==> src/inc/pls_pkg.sv <==
`default_nettype none
package pls_pkg;
    // serial frame layout
    localparam int          FRAME_BITS    = 24;
    localparam int          HDR_BITS      = 16;
    localparam int          ADDR_W        = 13;

    // register offsets
    localparam logic [12:0] ADDR_DET_CTRL = 13'h169;
    localparam logic [12:0] ADDR_CNT_HI   = 13'h16a;
    localparam logic [12:0] ADDR_CNT_LO   = 13'h16b;
    localparam logic [12:0] ADDR_PIN2_SEL = 13'h16e;
    localparam logic [12:0] ADDR_PWR      = 13'h173;
    localparam logic [12:0] ADDR_L1_HOLD  = 13'h177;
    localparam logic [12:0] ADDR_LOST_CLR = 13'h182;
    localparam logic [12:0] ADDR_LOCK_RB  = 13'h183;
    localparam logic [12:0] ADDR_INSEL_RB = 13'h184;
    localparam logic [12:0] ADDR_DAC_RB   = 13'h185;
    localparam logic [12:0] ADDR_HOLD_RB  = 13'h188;
    localparam logic [12:0] ADDR_WLOCK    = 13'h555;

    // reset values
    localparam logic [7:0]  RST_DET_CTRL  = 8'h58;
    localparam logic [7:0]  RST_CNT_HI    = 8'h00;
    localparam logic [7:0]  RST_CNT_LO    = 8'h00;
    localparam logic [7:0]  RST_PIN2_SEL  = 8'h06;
    localparam logic [7:0]  RST_PWR       = 8'h70;
    localparam logic [7:0]  RST_L1_HOLD   = 8'h00;
    localparam logic [7:0]  RST_LOST_CLR  = 8'h00;
    localparam logic [7:0]  RST_WLOCK     = 8'h00;
    localparam logic [9:0]  RST_DAC       = 10'h200;

    // writable bit masks, reserved bits read zero
    localparam logic [7:0]  MASK_DET_CTRL = 8'h7f;
    localparam logic [7:0]  MASK_CNT_HI   = 8'h3f;
    localparam logic [7:0]  MASK_PWR      = 8'h70;
    localparam logic [7:0]  MASK_L1_HOLD  = 8'h20;
    localparam logic [7:0]  MASK_LOST_CLR = 8'h03;

    // field positions
    localparam int          DET_WND_LSB   = 5;
    localparam int          DET_GAIN_LSB  = 3;
    localparam int          DET_POL_BIT   = 2;
    localparam int          DET_TRI_BIT   = 1;
    localparam int          DET_FORCE_BIT = 0;
    localparam int          PIN2_SRC_LSB  = 3;
    localparam int          PWR_PRE_BIT   = 6;
    localparam int          PWR_L2_BIT    = 5;
    localparam int          PWR_FIN_BIT   = 4;
    localparam int          L1_HOLD_BIT   = 5;
    localparam int          CLR1_BIT      = 1;
    localparam int          CLR2_BIT      = 0;
    localparam int          HOLD_RB_BIT   = 4;

    // lock window widths in picoseconds
    localparam logic [11:0] WIN1_PS       = 12'd1000;
    localparam logic [11:0] WIN2_PS       = 12'd1800;
    localparam logic [11:0] WIN3_PS       = 12'd2600;

    typedef enum logic [4:0] {
        SRC_LOW     = 5'h00,
        SRC_L1_LOCK = 5'h01,
        SRC_L2_LOCK = 5'h02,
        SRC_BOTH    = 5'h03,
        SRC_HOLD    = 5'h04,
        SRC_DAC_LK  = 5'h05,
        SRC_READ    = 5'h07,
        SRC_RAIL    = 5'h08,
        SRC_DAC_LO  = 5'h09,
        SRC_DAC_HI  = 5'h0a,
        SRC_L1N     = 5'h0b,
        SRC_L1N_H   = 5'h0c,
        SRC_L2N     = 5'h0d,
        SRC_L2N_H   = 5'h0e,
        SRC_L1R     = 5'h0f,
        SRC_L1R_H   = 5'h10,
        SRC_L2R     = 5'h11,
        SRC_L2R_H   = 5'h12
    } pls_src_t;

    typedef enum logic [2:0] {
        PT_PUSH = 3'h3,
        PT_INV  = 3'h4,
        PT_OD   = 3'h6
    } pls_pin_type_t;
endpackage : pls_pkg
`default_nettype wire

==> src/design/pls_serial_port.sv <==
`timescale 1ns/10ps
`default_nettype none
module pls_serial_port
    import pls_pkg::*;
(
    input  wire logic        core_clk,
    input  wire logic        rst_n,
    input  wire logic        spiSelN,
    input  wire logic        spiClk,
    input  wire logic        spiDataIn,
    output logic             spiDataOut,
    output logic             spiDriveN,
    output logic             regWrStrobe,
    output logic [12:0]      regAddr,
    output logic [7:0]       regWrData,
    input  wire logic [7:0]  regRdData
);
    logic        sckPrev;
    logic [4:0]  bitCnt;
    logic [23:0] shiftIn;
    logic [7:0]  rdShift;
    logic        isRead;
    logic        addrPend;
    logic        loadPend;
    logic        wrPend;
    logic        sckRise;
    logic        sckFall;

    assign sckRise    = spiClk & ~sckPrev;
    assign sckFall    = ~spiClk & sckPrev;
    assign spiDataOut = rdShift[7];

    always_ff @(posedge core_clk or negedge rst_n) begin
        if (!rst_n) begin
            sckPrev <= 1'b0;
        end else begin
            sckPrev <= spiClk;
        end
    end

    // bit capture, msb first
    always_ff @(posedge core_clk or negedge rst_n) begin
        if (!rst_n) begin
            bitCnt   <= 5'h00;
            shiftIn  <= 24'h000000;
            addrPend <= 1'b0;
            wrPend   <= 1'b0;
        end else begin
            addrPend <= !spiSelN && sckRise && bitCnt == 5'(HDR_BITS - 1);
            wrPend   <= !spiSelN && sckRise && bitCnt == 5'(FRAME_BITS - 1) && !isRead;
            if (spiSelN) begin
                bitCnt <= 5'h00;
            end else if (sckRise && bitCnt < 5'(FRAME_BITS)) begin
                shiftIn <= {shiftIn[22:0], spiDataIn};
                bitCnt  <= 5'(bitCnt + 5'h01);
            end
        end
    end

    // header decode and write strobe
    always_ff @(posedge core_clk or negedge rst_n) begin
        if (!rst_n) begin
            regAddr     <= 13'h0000;
            isRead      <= 1'b0;
            loadPend    <= 1'b0;
            regWrStrobe <= 1'b0;
            regWrData   <= 8'h00;
        end else begin
            loadPend    <= addrPend & shiftIn[15];
            regWrStrobe <= wrPend & ~spiSelN;
            if (addrPend) begin
                regAddr <= shiftIn[12:0];
                isRead  <= shiftIn[15];
            end
            if (wrPend) begin
                regWrData <= shiftIn[7:0];
            end
        end
    end

    // read data shifted out on falling edges
    always_ff @(posedge core_clk or negedge rst_n) begin
        if (!rst_n) begin
            rdShift   <= 8'h00;
            spiDriveN <= 1'b1;
        end else if (spiSelN) begin
            rdShift   <= 8'h00;
            spiDriveN <= 1'b1;
        end else if (loadPend) begin
            rdShift   <= regRdData;
            spiDriveN <= 1'b0;
        end else if (sckFall && isRead && bitCnt > 5'(HDR_BITS)
                     && bitCnt < 5'(FRAME_BITS)) begin
            rdShift <= {rdShift[6:0], 1'b0};
        end
    end
endmodule : pls_serial_port
`default_nettype wire

==> src/design/pls_lock_status.sv <==
// Contract
// - window code 1/2/3 selects 1 ns, 1.8 ns, 2.6 ns; code 0 reserved
// - loop2 lock only after programmed nonzero count of in-window cycles
// - pump gain code 2 is 1600 uA, 3 is 3200 uA; 0,1 reserved
// - polarity 0 negative slope, 1 positive slope; resets to 0
// - pump disable 1 puts pump output in high impedance
// - lock detect runs only when routed out, or always when forced
// - status pin2 drives one source per selector code
// - pin2 type 3 push-pull, 4 inverted, 6 open drain; resets to 6
// - three power-down bits, 1 powers down, all reset to 1
// - loop1 divider hold bit holds divider, loop1 never locks
// - lost flag cleared by writing 1 then 0; held 0 while 1
// - lost flag sets on falling lock edge only
// - lock readback bits show current lock levels
// - 0x184 holds input selects 5:3, signal loss 1:0, dac top bits
// - dac readback is 512 after reset, may change after loop1 locks
// - holdover readback bit 4 is 1 in holdover
// - nonzero write lock blocks writes except to 0x555
// - write lock register reads back as zero
// - out-of-window edge returns lock counter to zero
`timescale 1ns/10ps
`default_nettype none
module pls_lock_status
    import pls_pkg::*;
(
    input  wire logic        core_clk,
    input  wire logic        rst_n,
    input  wire logic        spiSelN,
    input  wire logic        spiClk,
    input  wire logic        spiDataIn,
    output logic             spiDataOut,
    output logic             spiDriveN,
    input  wire logic        loop1LockRaw,
    input  wire logic        loop2PdCycle,
    input  wire logic [11:0] loop2EdgeErrPs,
    input  wire logic [4:0]  statusPin1Source,
    input  wire logic        holdoverActive,
    input  wire logic        dacLocked,
    input  wire logic        dacRail,
    input  wire logic        dacLow,
    input  wire logic        dacHigh,
    input  wire logic [3:0]  dividerOut,
    input  wire logic [2:0]  refInputSelected,
    input  wire logic [1:0]  refInputSignalLoss,
    input  wire logic [9:0]  dacValueIn,
    output logic [1:0]       loop2WindowSize,
    output logic [1:0]       loop2PumpGain,
    output logic             loop2PumpPolarity,
    output logic             loop2PumpDisable,
    output logic             prescalerPowerDown,
    output logic             loop2PowerDown,
    output logic             feedbackInputPowerDown,
    output logic             loop1RefDividerHold,
    output logic             loop1Lock,
    output logic             loop2Lock,
    output logic             statusPin2,
    output logic             statusPin2DriveN
);
    logic [7:0]  detCtrl;
    logic [7:0]  cntHi;
    logic [7:0]  cntLo;
    logic [7:0]  pin2Sel;
    logic [7:0]  pwrCtrl;
    logic [7:0]  l1Hold;
    logic [7:0]  lostClr;
    logic [7:0]  writeLock;
    logic [9:0]  dacValue;
    logic        dacSeen;
    logic        regWrStrobe;
    logic [12:0] regAddr;
    logic [7:0]  regWrData;
    logic [7:0]  regRdData;
    logic        wrOk;
    logic [13:0] lockTarget;
    logic [13:0] lockCount;
    logic [13:0] next_lockCount;
    logic        detectRun;
    logic        inWindow;
    logic        loop1LockPrev;
    logic        loop2LockPrev;
    logic        loop1LostFlag;
    logic        loop2LostFlag;
    logic [3:0]  divPrev;
    logic [3:0]  divHalf;
    logic        pin2Value;
    logic [4:0]  pin2Source;
    logic [2:0]  pin2Type;

    function automatic logic uses_loop2(input logic [4:0] src);
        return src == SRC_L2_LOCK || src == SRC_BOTH;
    endfunction : uses_loop2

    function automatic logic [11:0] window_limit_ps(input logic [1:0] code);
        case (code)
            2'h1:    return WIN1_PS;
            2'h2:    return WIN2_PS;
            2'h3:    return WIN3_PS;
            default: return 12'h000;
        endcase
    endfunction : window_limit_ps

    pls_serial_port u_port (
        .core_clk    (core_clk),
        .rst_n       (rst_n),
        .spiSelN     (spiSelN),
        .spiClk      (spiClk),
        .spiDataIn   (spiDataIn),
        .spiDataOut  (spiDataOut),
        .spiDriveN   (spiDriveN),
        .regWrStrobe (regWrStrobe),
        .regAddr     (regAddr),
        .regWrData   (regWrData),
        .regRdData   (regRdData)
    );

    // configuration fields
    assign loop2WindowSize        = detCtrl[DET_WND_LSB +: 2];
    assign loop2PumpGain          = detCtrl[DET_GAIN_LSB +: 2];
    assign loop2PumpPolarity      = detCtrl[DET_POL_BIT];
    assign loop2PumpDisable       = detCtrl[DET_TRI_BIT];
    assign prescalerPowerDown     = pwrCtrl[PWR_PRE_BIT];
    assign loop2PowerDown         = pwrCtrl[PWR_L2_BIT];
    assign feedbackInputPowerDown = pwrCtrl[PWR_FIN_BIT];
    assign loop1RefDividerHold    = l1Hold[L1_HOLD_BIT];
    assign pin2Source             = pin2Sel[PIN2_SRC_LSB +: 5];
    assign pin2Type               = pin2Sel[2:0];
    assign lockTarget             = {cntHi[5:0], cntLo};

    assign wrOk = regWrStrobe && (writeLock == 8'h00 || regAddr == ADDR_WLOCK);

    // register writes; blocked writes leave every register untouched
    always_ff @(posedge core_clk or negedge rst_n) begin
        if (!rst_n) begin
            detCtrl   <= RST_DET_CTRL;
            cntHi     <= RST_CNT_HI;
            cntLo     <= RST_CNT_LO;
            pin2Sel   <= RST_PIN2_SEL;
            pwrCtrl   <= RST_PWR;
            l1Hold    <= RST_L1_HOLD;
            lostClr   <= RST_LOST_CLR;
            writeLock <= RST_WLOCK;
        end else if (wrOk) begin
            if (regAddr == ADDR_DET_CTRL) begin
                detCtrl <= regWrData & MASK_DET_CTRL;
            end else if (regAddr == ADDR_CNT_HI) begin
                cntHi <= regWrData & MASK_CNT_HI;
            end else if (regAddr == ADDR_CNT_LO) begin
                cntLo <= regWrData;
            end else if (regAddr == ADDR_PIN2_SEL) begin
                pin2Sel <= regWrData;
            end else if (regAddr == ADDR_PWR) begin
                pwrCtrl <= regWrData & MASK_PWR;
            end else if (regAddr == ADDR_L1_HOLD) begin
                l1Hold <= regWrData & MASK_L1_HOLD;
            end else if (regAddr == ADDR_LOST_CLR) begin
                lostClr <= regWrData & MASK_LOST_CLR;
            end else if (regAddr == ADDR_WLOCK) begin
                writeLock <= regWrData;
            end
        end
    end

    // read mux
    always_comb begin
        if (regAddr == ADDR_DET_CTRL) begin
            regRdData = detCtrl;
        end else if (regAddr == ADDR_CNT_HI) begin
            regRdData = cntHi;
        end else if (regAddr == ADDR_CNT_LO) begin
            regRdData = cntLo;
        end else if (regAddr == ADDR_PIN2_SEL) begin
            regRdData = pin2Sel;
        end else if (regAddr == ADDR_PWR) begin
            regRdData = pwrCtrl;
        end else if (regAddr == ADDR_L1_HOLD) begin
            regRdData = l1Hold;
        end else if (regAddr == ADDR_LOST_CLR) begin
            regRdData = lostClr;
        end else if (regAddr == ADDR_LOCK_RB) begin
            regRdData = {4'h0, loop1LostFlag, loop1Lock, loop2LostFlag, loop2Lock};
        end else if (regAddr == ADDR_INSEL_RB) begin
            regRdData = {dacValue[9:8], refInputSelected, 1'b0, refInputSignalLoss};
        end else if (regAddr == ADDR_DAC_RB) begin
            regRdData = dacValue[7:0];
        end else if (regAddr == ADDR_HOLD_RB) begin
            regRdData = 8'(holdoverActive) << HOLD_RB_BIT;
        end else begin
            regRdData = 8'h00;
        end
    end

    // loop2 lock detector
    assign detectRun = detCtrl[DET_FORCE_BIT] || uses_loop2(pin2Source)
                       || uses_loop2(statusPin1Source);
    assign inWindow  = loop2WindowSize != 2'h0
                       && loop2EdgeErrPs <= window_limit_ps(loop2WindowSize);

    always_comb begin
        next_lockCount = lockCount;
        if (!detectRun || lockTarget == 14'h0000) begin
            next_lockCount = 14'h0000;
        end else if (loop2PdCycle) begin
            if (!inWindow) begin
                next_lockCount = 14'h0000;
            end else if (lockCount >= lockTarget) begin
                next_lockCount = lockTarget;
            end else begin
                next_lockCount = 14'(lockCount + 14'h0001);
            end
        end
    end

    always_ff @(posedge core_clk or negedge rst_n) begin
        if (!rst_n) begin
            lockCount <= 14'h0000;
            loop2Lock <= 1'b0;
        end else begin
            lockCount <= next_lockCount;
            loop2Lock <= detectRun && lockTarget != 14'h0000
                         && next_lockCount == lockTarget;
        end
    end

    // loop1 lock gated by divider hold
    always_ff @(posedge core_clk or negedge rst_n) begin
        if (!rst_n) begin
            loop1Lock <= 1'b0;
        end else begin
            loop1Lock <= loop1LockRaw & ~loop1RefDividerHold;
        end
    end

    // sticky lock-lost flags
    always_ff @(posedge core_clk or negedge rst_n) begin
        if (!rst_n) begin
            loop1LockPrev <= 1'b0;
            loop2LockPrev <= 1'b0;
            loop1LostFlag <= 1'b0;
            loop2LostFlag <= 1'b0;
        end else begin
            loop1LockPrev <= loop1Lock;
            loop2LockPrev <= loop2Lock;
            if (lostClr[CLR1_BIT]) begin
                loop1LostFlag <= 1'b0;
            end else if (loop1LockPrev && !loop1Lock) begin
                loop1LostFlag <= 1'b1;
            end
            if (lostClr[CLR2_BIT]) begin
                loop2LostFlag <= 1'b0;
            end else if (loop2LockPrev && !loop2Lock) begin
                loop2LostFlag <= 1'b1;
            end
        end
    end

    // dac readback follows the loop only after first loop1 lock
    always_ff @(posedge core_clk or negedge rst_n) begin
        if (!rst_n) begin
            dacSeen  <= 1'b0;
            dacValue <= RST_DAC;
        end else begin
            if (loop1Lock) begin
                dacSeen <= 1'b1;
            end
            if (dacSeen) begin
                dacValue <= dacValueIn;
            end
        end
    end

    // divider half-rate toggles
    always_ff @(posedge core_clk or negedge rst_n) begin
        if (!rst_n) begin
            divPrev <= 4'h0;
            divHalf <= 4'h0;
        end else begin
            divPrev <= dividerOut;
            divHalf <= divHalf ^ (dividerOut & ~divPrev);
        end
    end

    // status pin2 source select
    always_comb begin
        case (pin2Source)
            SRC_L1_LOCK: pin2Value = loop1Lock;
            SRC_L2_LOCK: pin2Value = loop2Lock;
            SRC_BOTH:    pin2Value = loop1Lock & loop2Lock;
            SRC_HOLD:    pin2Value = holdoverActive;
            SRC_DAC_LK:  pin2Value = dacLocked;
            SRC_READ:    pin2Value = spiDataOut;
            SRC_RAIL:    pin2Value = dacRail;
            SRC_DAC_LO:  pin2Value = dacLow;
            SRC_DAC_HI:  pin2Value = dacHigh;
            SRC_L1N:     pin2Value = dividerOut[0];
            SRC_L1N_H:   pin2Value = divHalf[0];
            SRC_L2N:     pin2Value = dividerOut[1];
            SRC_L2N_H:   pin2Value = divHalf[1];
            SRC_L1R:     pin2Value = dividerOut[2];
            SRC_L1R_H:   pin2Value = divHalf[2];
            SRC_L2R:     pin2Value = dividerOut[3];
            SRC_L2R_H:   pin2Value = divHalf[3];
            default:     pin2Value = 1'b0;
        endcase
    end

    // status pin2 output type
    always_ff @(posedge core_clk or negedge rst_n) begin
        if (!rst_n) begin
            statusPin2       <= 1'b0;
            statusPin2DriveN <= 1'b1;
        end else begin
            case (pin2Type)
                PT_PUSH: begin
                    statusPin2       <= pin2Value;
                    statusPin2DriveN <= 1'b0;
                end
                PT_INV: begin
                    statusPin2       <= ~pin2Value;
                    statusPin2DriveN <= 1'b0;
                end
                PT_OD: begin
                    statusPin2       <= 1'b0;
                    statusPin2DriveN <= pin2Value;
                end
                default: begin
                    statusPin2       <= 1'b0;
                    statusPin2DriveN <= 1'b1;
                end
            endcase
        end
    end
endmodule : pls_lock_status
`default_nettype wire

==> config.mk <==
export PLATFORM = sky130hd
export DESIGN_NAME = pls_lock_status
export DESIGN_NICKNAME = d
export VERILOG_FILES = /design/src/inc/pls_pkg.sv /design/src/design/pls_serial_port.sv /design/src/design/pls_lock_status.sv
export SDC_FILE = /design/constraint.sdc
export NUM_CORES = 1
export LEC_CHECK = 0
export BUFFER_PORTS_ARGS = -buffer_cell sky130_fd_sc_hd__buf_2
export CORE_MARGIN = 3
export CORE_UTILIZATION = 40
export CTS_CLUSTER_DIAMETER = 120
export CTS_CLUSTER_SIZE = 12
export DETAILED_ROUTE_END_ITERATION = 10
export GPL_ROUTABILITY_DRIVEN = 0
export MAX_ROUTING_LAYER = met4
export SETUP_SLACK_MARGIN = 0.3
export SKIP_LAST_GASP = 1
export SLEW_MARGIN = 20
export SYNTH_ARGS = -nofsm -noshare
export SYNTH_HDL_FRONTEND = slang
export SYNTH_SLANG_ARGS = --single-unit
==> constraint.sdc <==
create_clock -name core_clk -period 4.72 [get_ports core_clk]
set_input_delay 0.944 -clock core_clk [delete_from_list [all_inputs] [get_ports core_clk]]
set_output_delay 0.944 -clock core_clk [all_outputs]
set_load 0.02 [all_outputs]
**After elaboration in Yosys (flattened, before gate mapping)**

Cells that the tools add are included.

- Flip-flop bits (word level): 141
- Output and inout bits: 16
- Input port bits: 48

- Order comparisons: 4
- Mux-type cells: 30
- Bitwise operators: 21
- $add $sub $neg: 2
- Equal/unequal tests: 40
- Reduce and logical (&&, ||, !) cells: 44

Operators by type and width:

| operator | count |
|---|---|
| == test 13 x 9 -> 1 bit (second input constant) | 11 |
| two-way mux 8 bit | 13 |
| two-way mux 14 bit | 4 |
| == test 5 x 4 -> 1 bit (second input constant) | 9 |
| case mux 12 bit (3 select lines) | 1 |
| == test 5 x 2 -> 1 bit (second input constant) | 4 |
| == test 5 bit (second input constant) | 4 |
| case mux 1 bit (17 select lines) | 1 |
| == test 5 x 3 -> 1 bit (second input constant) | 3 |
| two-way mux 5 bit | 3 |
| adder 14 x 1 -> 14 bit (second input constant) | 1 |
| == test 14 bit | 1 |
| >= comparator 14 bit | 1 |
| logical AND 1 bit | 14 |
| logical NOT 14 bit | 1 |
| nonzero test 14 bit | 1 |
| == test 13 x 11 -> 1 bit (second input constant) | 1 |
| <= comparator 12 bit | 1 |
| inverter 1 bit | 12 |
| nonzero test 2 bit | 5 |
| AND reduction 9 bit | 1 |
| logical NOT 8 bit | 1 |
| AND reduction 8 bit | 1 |
| AND reduction 7 bit | 1 |
| other kinds (23) | 46 |

**Longest topological paths before layout**

- Depth in word-level cells: 14
- Depth in mapped cells: 12
- Gate-level depth less buffers: 11

**Hierarchy**

From an unflattened synthesis, not the netlist that was laid out.

- Cell total of the unflattened synthesis: 778
- Area, all modules: 8266.7 um^2

Modules (own cells, without submodules):

| module | sequential area each (um^2) | instances | area an instance (um^2) | cells an instance |
|---|---|---|---|---|
| pls_lock_status | 2114.5 | 1 | 5790.6 | 600 |
| pls_serial_port | 1427.6 | 1 | 2476.1 | 178 |

**Least setup slack after synthesis**

No wires, ideal clock.

- Kind: input-to-reg
- Start point: input port loop2EdgeErrPs[9]
- End point: register loop2Lock
- Stages: 8
- Arrival time: 2.901 ns
- Data required time: 4.583 ns
- Setup time: 0.137 ns
- Path slack: 1.682 ns
- Cells stage by stage: ha_1 -> a211oi_1 -> nor2_1 -> a2111oi_1 -> o21ai_0 -> or3_1 -> a41oi_1 -> a2111oi_2

- Cells in the longest elaborated chain, start to end: 7

RTL lines:

| what | RTL line | RTL |
|---|---|---|
| start, declared | pls_lock_status.sv:35 | `input wire logic [11:0] loop2EdgeErrPs,` |
| <= comparator 12 bit | pls_lock_status.sv:196 | `&& loop2EdgeErrPs <= window_limit_ps(loop2WindowSize);` |
| logical AND 1 bit | pls_lock_status.sv:196 |  |
| two-way mux 14 bit | pls_lock_status.sv:203 | `if (!inWindow) begin` |
| two-way mux 14 bit | pls_lock_status.sv:202 | `end else if (loop2PdCycle) begin` |
| two-way mux 14 bit | pls_lock_status.sv:200 | `if (!detectRun \|\| lockTarget == 14'h0000) begin` |
| == test 14 bit | pls_lock_status.sv:220 | `&& next_lockCount == lockTarget;` |
| logical AND 1 bit | pls_lock_status.sv:220 |  |
| end signal, assigned | pls_lock_status.sv:219 | `loop2Lock <= detectRun && lockTarget != 14'h0000` |
| end, declared | pls_lock_status.sv:55 | `output logic loop2Lock,` |

Every way passes these cells.
A chain may end at the register's enable or synchronous reset.

**Final worst setup path**

- Start point: register detCtrl[6]
- End point: register loop2Lock

- Cells in the longest elaborated chain, start to end: 9
- Elaborated cells on any way between the ends: 12

RTL lines:

| what | RTL line | RTL |
|---|---|---|
| start, declared | pls_lock_status.sv:59 | `logic [7:0] detCtrl;` |
| start signal, assigned | pls_lock_status.sv:144 | `detCtrl <= regWrData & MASK_DET_CTRL;` |
| == test 2 bit or == test 2 x 1 -> 1 bit (tied branches) | pls_lock_status.sv:94 | `case (code)` |
| case mux 12 bit (3 select lines) | pls_lock_status.sv:94 |  |
| <= comparator 12 bit | pls_lock_status.sv:196 |  |
| logical AND 1 bit * | pls_lock_status.sv:196 |  |
| two-way mux 14 bit * | pls_lock_status.sv:203 |  |
| two-way mux 14 bit * | pls_lock_status.sv:202 |  |
| two-way mux 14 bit * | pls_lock_status.sv:200 |  |
| == test 14 bit * | pls_lock_status.sv:220 |  |
| logical AND 1 bit * | pls_lock_status.sv:220 |  |

Mark *: on every way between the ends. The rest lies on a longest branch, timed or not.

==> impl_metrics.tcl <==
set metrics [dict create \
    fin_tns_setup_ns 0 \
    num_vias 6318 \
    synth_area_um2 7970 \
    grt_pass1_vias 6104 \
    cts_max_level 4 \
    path_max_fanout 12 \
    avgSynthCellArea_um2 10.2 \
    synth_seq_area_share 0.444 \
    root_buffer "clkbuf_16" \
    drt_iter0_markers 523 \
    io_pins 64 \
    antenna_found_initial 0 \
    min_period_ns 3.69 \
    hold_violations 0 \
    layout_commonest_cell "dfrtp_1" \
    slew_headroom 0.339 \
    core_area_um2 19500 \
    hold_buffers 0 \
    crit_slowest_cell "a2111oi_1" \
    timing.rr.end "loop2Lock" \
    grt-ovfl-total 0 \
    floorplan.rows 51 \
    drt_first_pass_iters 5 \
    setup_viol 0 \
    worst_path_dominant_cell_family "compound AO/OA/AOI/OAI gates" \
    rsz0062_at_grt "false" \
    routed_wl_um 21100 \
    clkTransAtPathRegs_ns 0.06 \
    path_class "register to register" \
    cp.arrival_ns 3.95 \
    pwr_density_cell_nw_per_um2 313 \
    die_w_um 147 \
    crit_path_end_kind "register" \
    syn2layout_area_growth_pct 13.9 \
    critPathLaunchType "register" \
    post_cts.repair.setup_buffers 0 \
    numPortBuffers 62 \
    cp-endpoint "loop2Lock" \
    ys_async_sr_fraction 1.00 \
    drtAntennaViolNets 0 \
    dieHeight_um 147 \
    fmax_mhz 271 \
    period_share 0.781 \
    die-area_um2 21700 \
    timing.reg2reg.setup_slack_ns 1.03 \
    worstMarginPinSlew_ns 0.988 \
    gr-usage-all-layers 0.203 \
    ys_warn_count 0 \
    crit_chain "inv_1, ha_1, ha_1, a211oi_1, nor2_1, a2111oi_1, nor2_1, nand2_1, nand4_1, a2111oi_2" \
    fillers 1885 \
    synth-simple-area-share 0.166 \
    drive_gt1_frac 0.244 \
    slowest_delay_ns 0.74 \
    critPathBufInv 1 \
    cts_tree "built" \
    crit_path_start "detCtrl[6]" \
    synth_mux_area_frac 0.128 \
    drv_slew 0 \
    worstReg2RegStart "detCtrl[6]" \
    peakVddDrop_v 0.000262 \
    ff2ff_path_depth 10 \
    drc_errors 0 \
    fin_nets 906 \
    ys_types 79 \
    skew_ns 0.0145 \
    synthXorXnorAreaFrac 0.0154 \
    wl_per_cell_um 19.1 \
    total_leakage_power_uw 0.00392 \
    cts_max_path_buffers 2 \
    synthCells 784 \
    fin_util 0.465 \
    synth_compound_area_frac 0.153 \
    holdCritPathClass "register to register" \
    drv_cap 0 \
    crit_cells 10 \
    status "completed" \
    cts_buffers 17 \
    dpl.hpwl_um 15100 \
    insertion_delay_ns 0.43 \
    synth_top_family_by_area "simple AND/OR/NAND/NOR gates" \
    synth_ff_type "dfrtp_1" \
    seq_area_um2 3540 \
    avgViaCountPerCell 5.71 \
    synth-adder-area-share 0.0471 \
    initial_core_util 0.408 \
    synth_edf_count 0 \
    grt_pass1_wl_um 33900 \
    syn_nets 862 \
    required_ns 4.98 \
    synth_seq_cells 141 \
    cts_resized 0 \
    antenna_cells 0 \
    multi_input_area_um2 4070 \
    cts_sinks 141 \
    final_cell_mix "dfrtp_1, mux2_2, nand2_1, buf_2, nor2_1" \
    grt_max_degree 83 \
]
[worst register-to-register path, stage by stage, from the launching register on]
cell and delay, ns:
dfstp_2 0.59, inv_1 0.09, ha_1 0.23, ha_1 0.32, a211oi_1 0.29, nor2_1 0.08, a2111oi_1 0.74, nor2_1 0.45
nand2_1 0.14, nand4_1 0.12, a2111oi_2 0.49
[cell families (layout without fill, tap and decap cells)]
kind of cell | Yosys count | count (layout)
AO/OA/AOI/OAI | 175 | 175
adder cells (fa/ha/maj) | 30 | 30
multiplexers | 92 | 92
buffers and inverters | 88 | 145
XOR/XNOR | 14 | 14
AND/OR/NAND/NOR | 244 | 244
flip-flops | 141 | 141
[power by group]
| group | leakage, uW | internal [uW] | switching (uW) | total [uW] |
|---|---|---|---|---|
| registers | 0.00186 | 1270 | 49.3 | 1320 |
| logic | 0.00175 | 71.8 | 71.6 | 143 |
| clock network | 0.000300 | 833 | 553 | 1390 |
| total | 0.00392 | 2170 | 674 | 2850 |
[flip-flops by register name (all words and copies together) (netlist names), 5 cells and up]
register          flops
u_port.regWrData      8
writeLock             8
lockCount            14
u_port.rdShift        8
pin2Sel               8
detCtrl               7
u_port.shiftIn       16
dacValue             10
cntHi                 6
cntLo                 8
u_port.regAddr       13
u_port.bitCnt         5
[synthesized netlist by cell type (all sizes together) (4+ instances only)]
cell type	number	share of area
dfrtp	130	0.41
mux2	79	0.11
nand2	61	0.029
nor2	51	0.025
inv	44	0.021
o21ai	38	0.024
ha	30	0.047
a21oi	29	0.018
clkbuf	26	0.012
buf	17	0.013
nand3	16	0.011
nor3	15	0.0094
mux2i	13	0.016
nand2b	13	0.010
nor4	13	0.011
dfstp	11	0.036
nor2b	11	0.0086
o31ai	11	0.010
a22oi	10	0.0094
a211oi	9	0.0085
nand4	9	0.0089
nand3b	8	0.0075
o21a	8	0.0075
xnor2	8	0.0088
o22ai	7	0.0055
a221oi	6	0.0066
and2	6	0.0047
and3	6	0.0049
and4	6	0.0067
xor2	6	0.0066
nor4b	5	0.0063
or3	5	0.0039
a2111oi	4	0.0053
a222oi	4	0.0050
a2bb2oi	4	0.0044
a31oi	4	0.0031
a32oi	4	0.0044
o211ai	4	0.0038
o221ai	4	0.0044
or2	4	0.0031
[worst min-delay path by stage]
stage / start / end / slack, ns / cells past startpoint
floorplan: u_port.isRead / u_port.wrPend / 0.42 / 1
global placement: lostClr[1] / loop1LostFlag / 0.45 / 1
detailed placement: lostClr[0] / loop2LostFlag / 0.46 / 1
CTS: loop2Lock / loop2LockPrev / 0.46 / 0
global route: loop2Lock / loop2LockPrev / 0.46 / 0
finish: lostClr[1] / loop1LostFlag / 0.46 / 1
[cell type report]
class,instances,share of cell area
Tap cell,265,0.0365
Clock inverter,12,0.0160
Clock buffer,20,0.0514
Sequential cell,141,0.390
Multi-Input combinational cell,555,0.448
Inverter,45,0.0186
Timing Repair Buffer,68,0.0398
[routing by layer]
metal  GRT usage  vias to the layer above  part of all wire
li1            -                     2977                 -
met1       0.284                     3132              0.47
met2       0.303                      175              0.46
met3      0.0423                       34             0.047
met4      0.0536                        0             0.016
met5           -                        -                 0
[through the flow]
step                cell area [um^2]  hold slack [ns]  total power, uW  cells  setup slack, ns
finish                          9080            0.461             2850   1106             1.03
global route                    9080            0.462             2960   1106            0.765
CTS                             9080            0.462             2870   1106             1.02
detailed placement              8470            0.457             1480   1074            0.903
global placement                8470            0.445             1480   1074             1.01
floorplan                       7970            0.418             1400    784             1.68
Note: power is estimated with default switching activity, not from simulation.
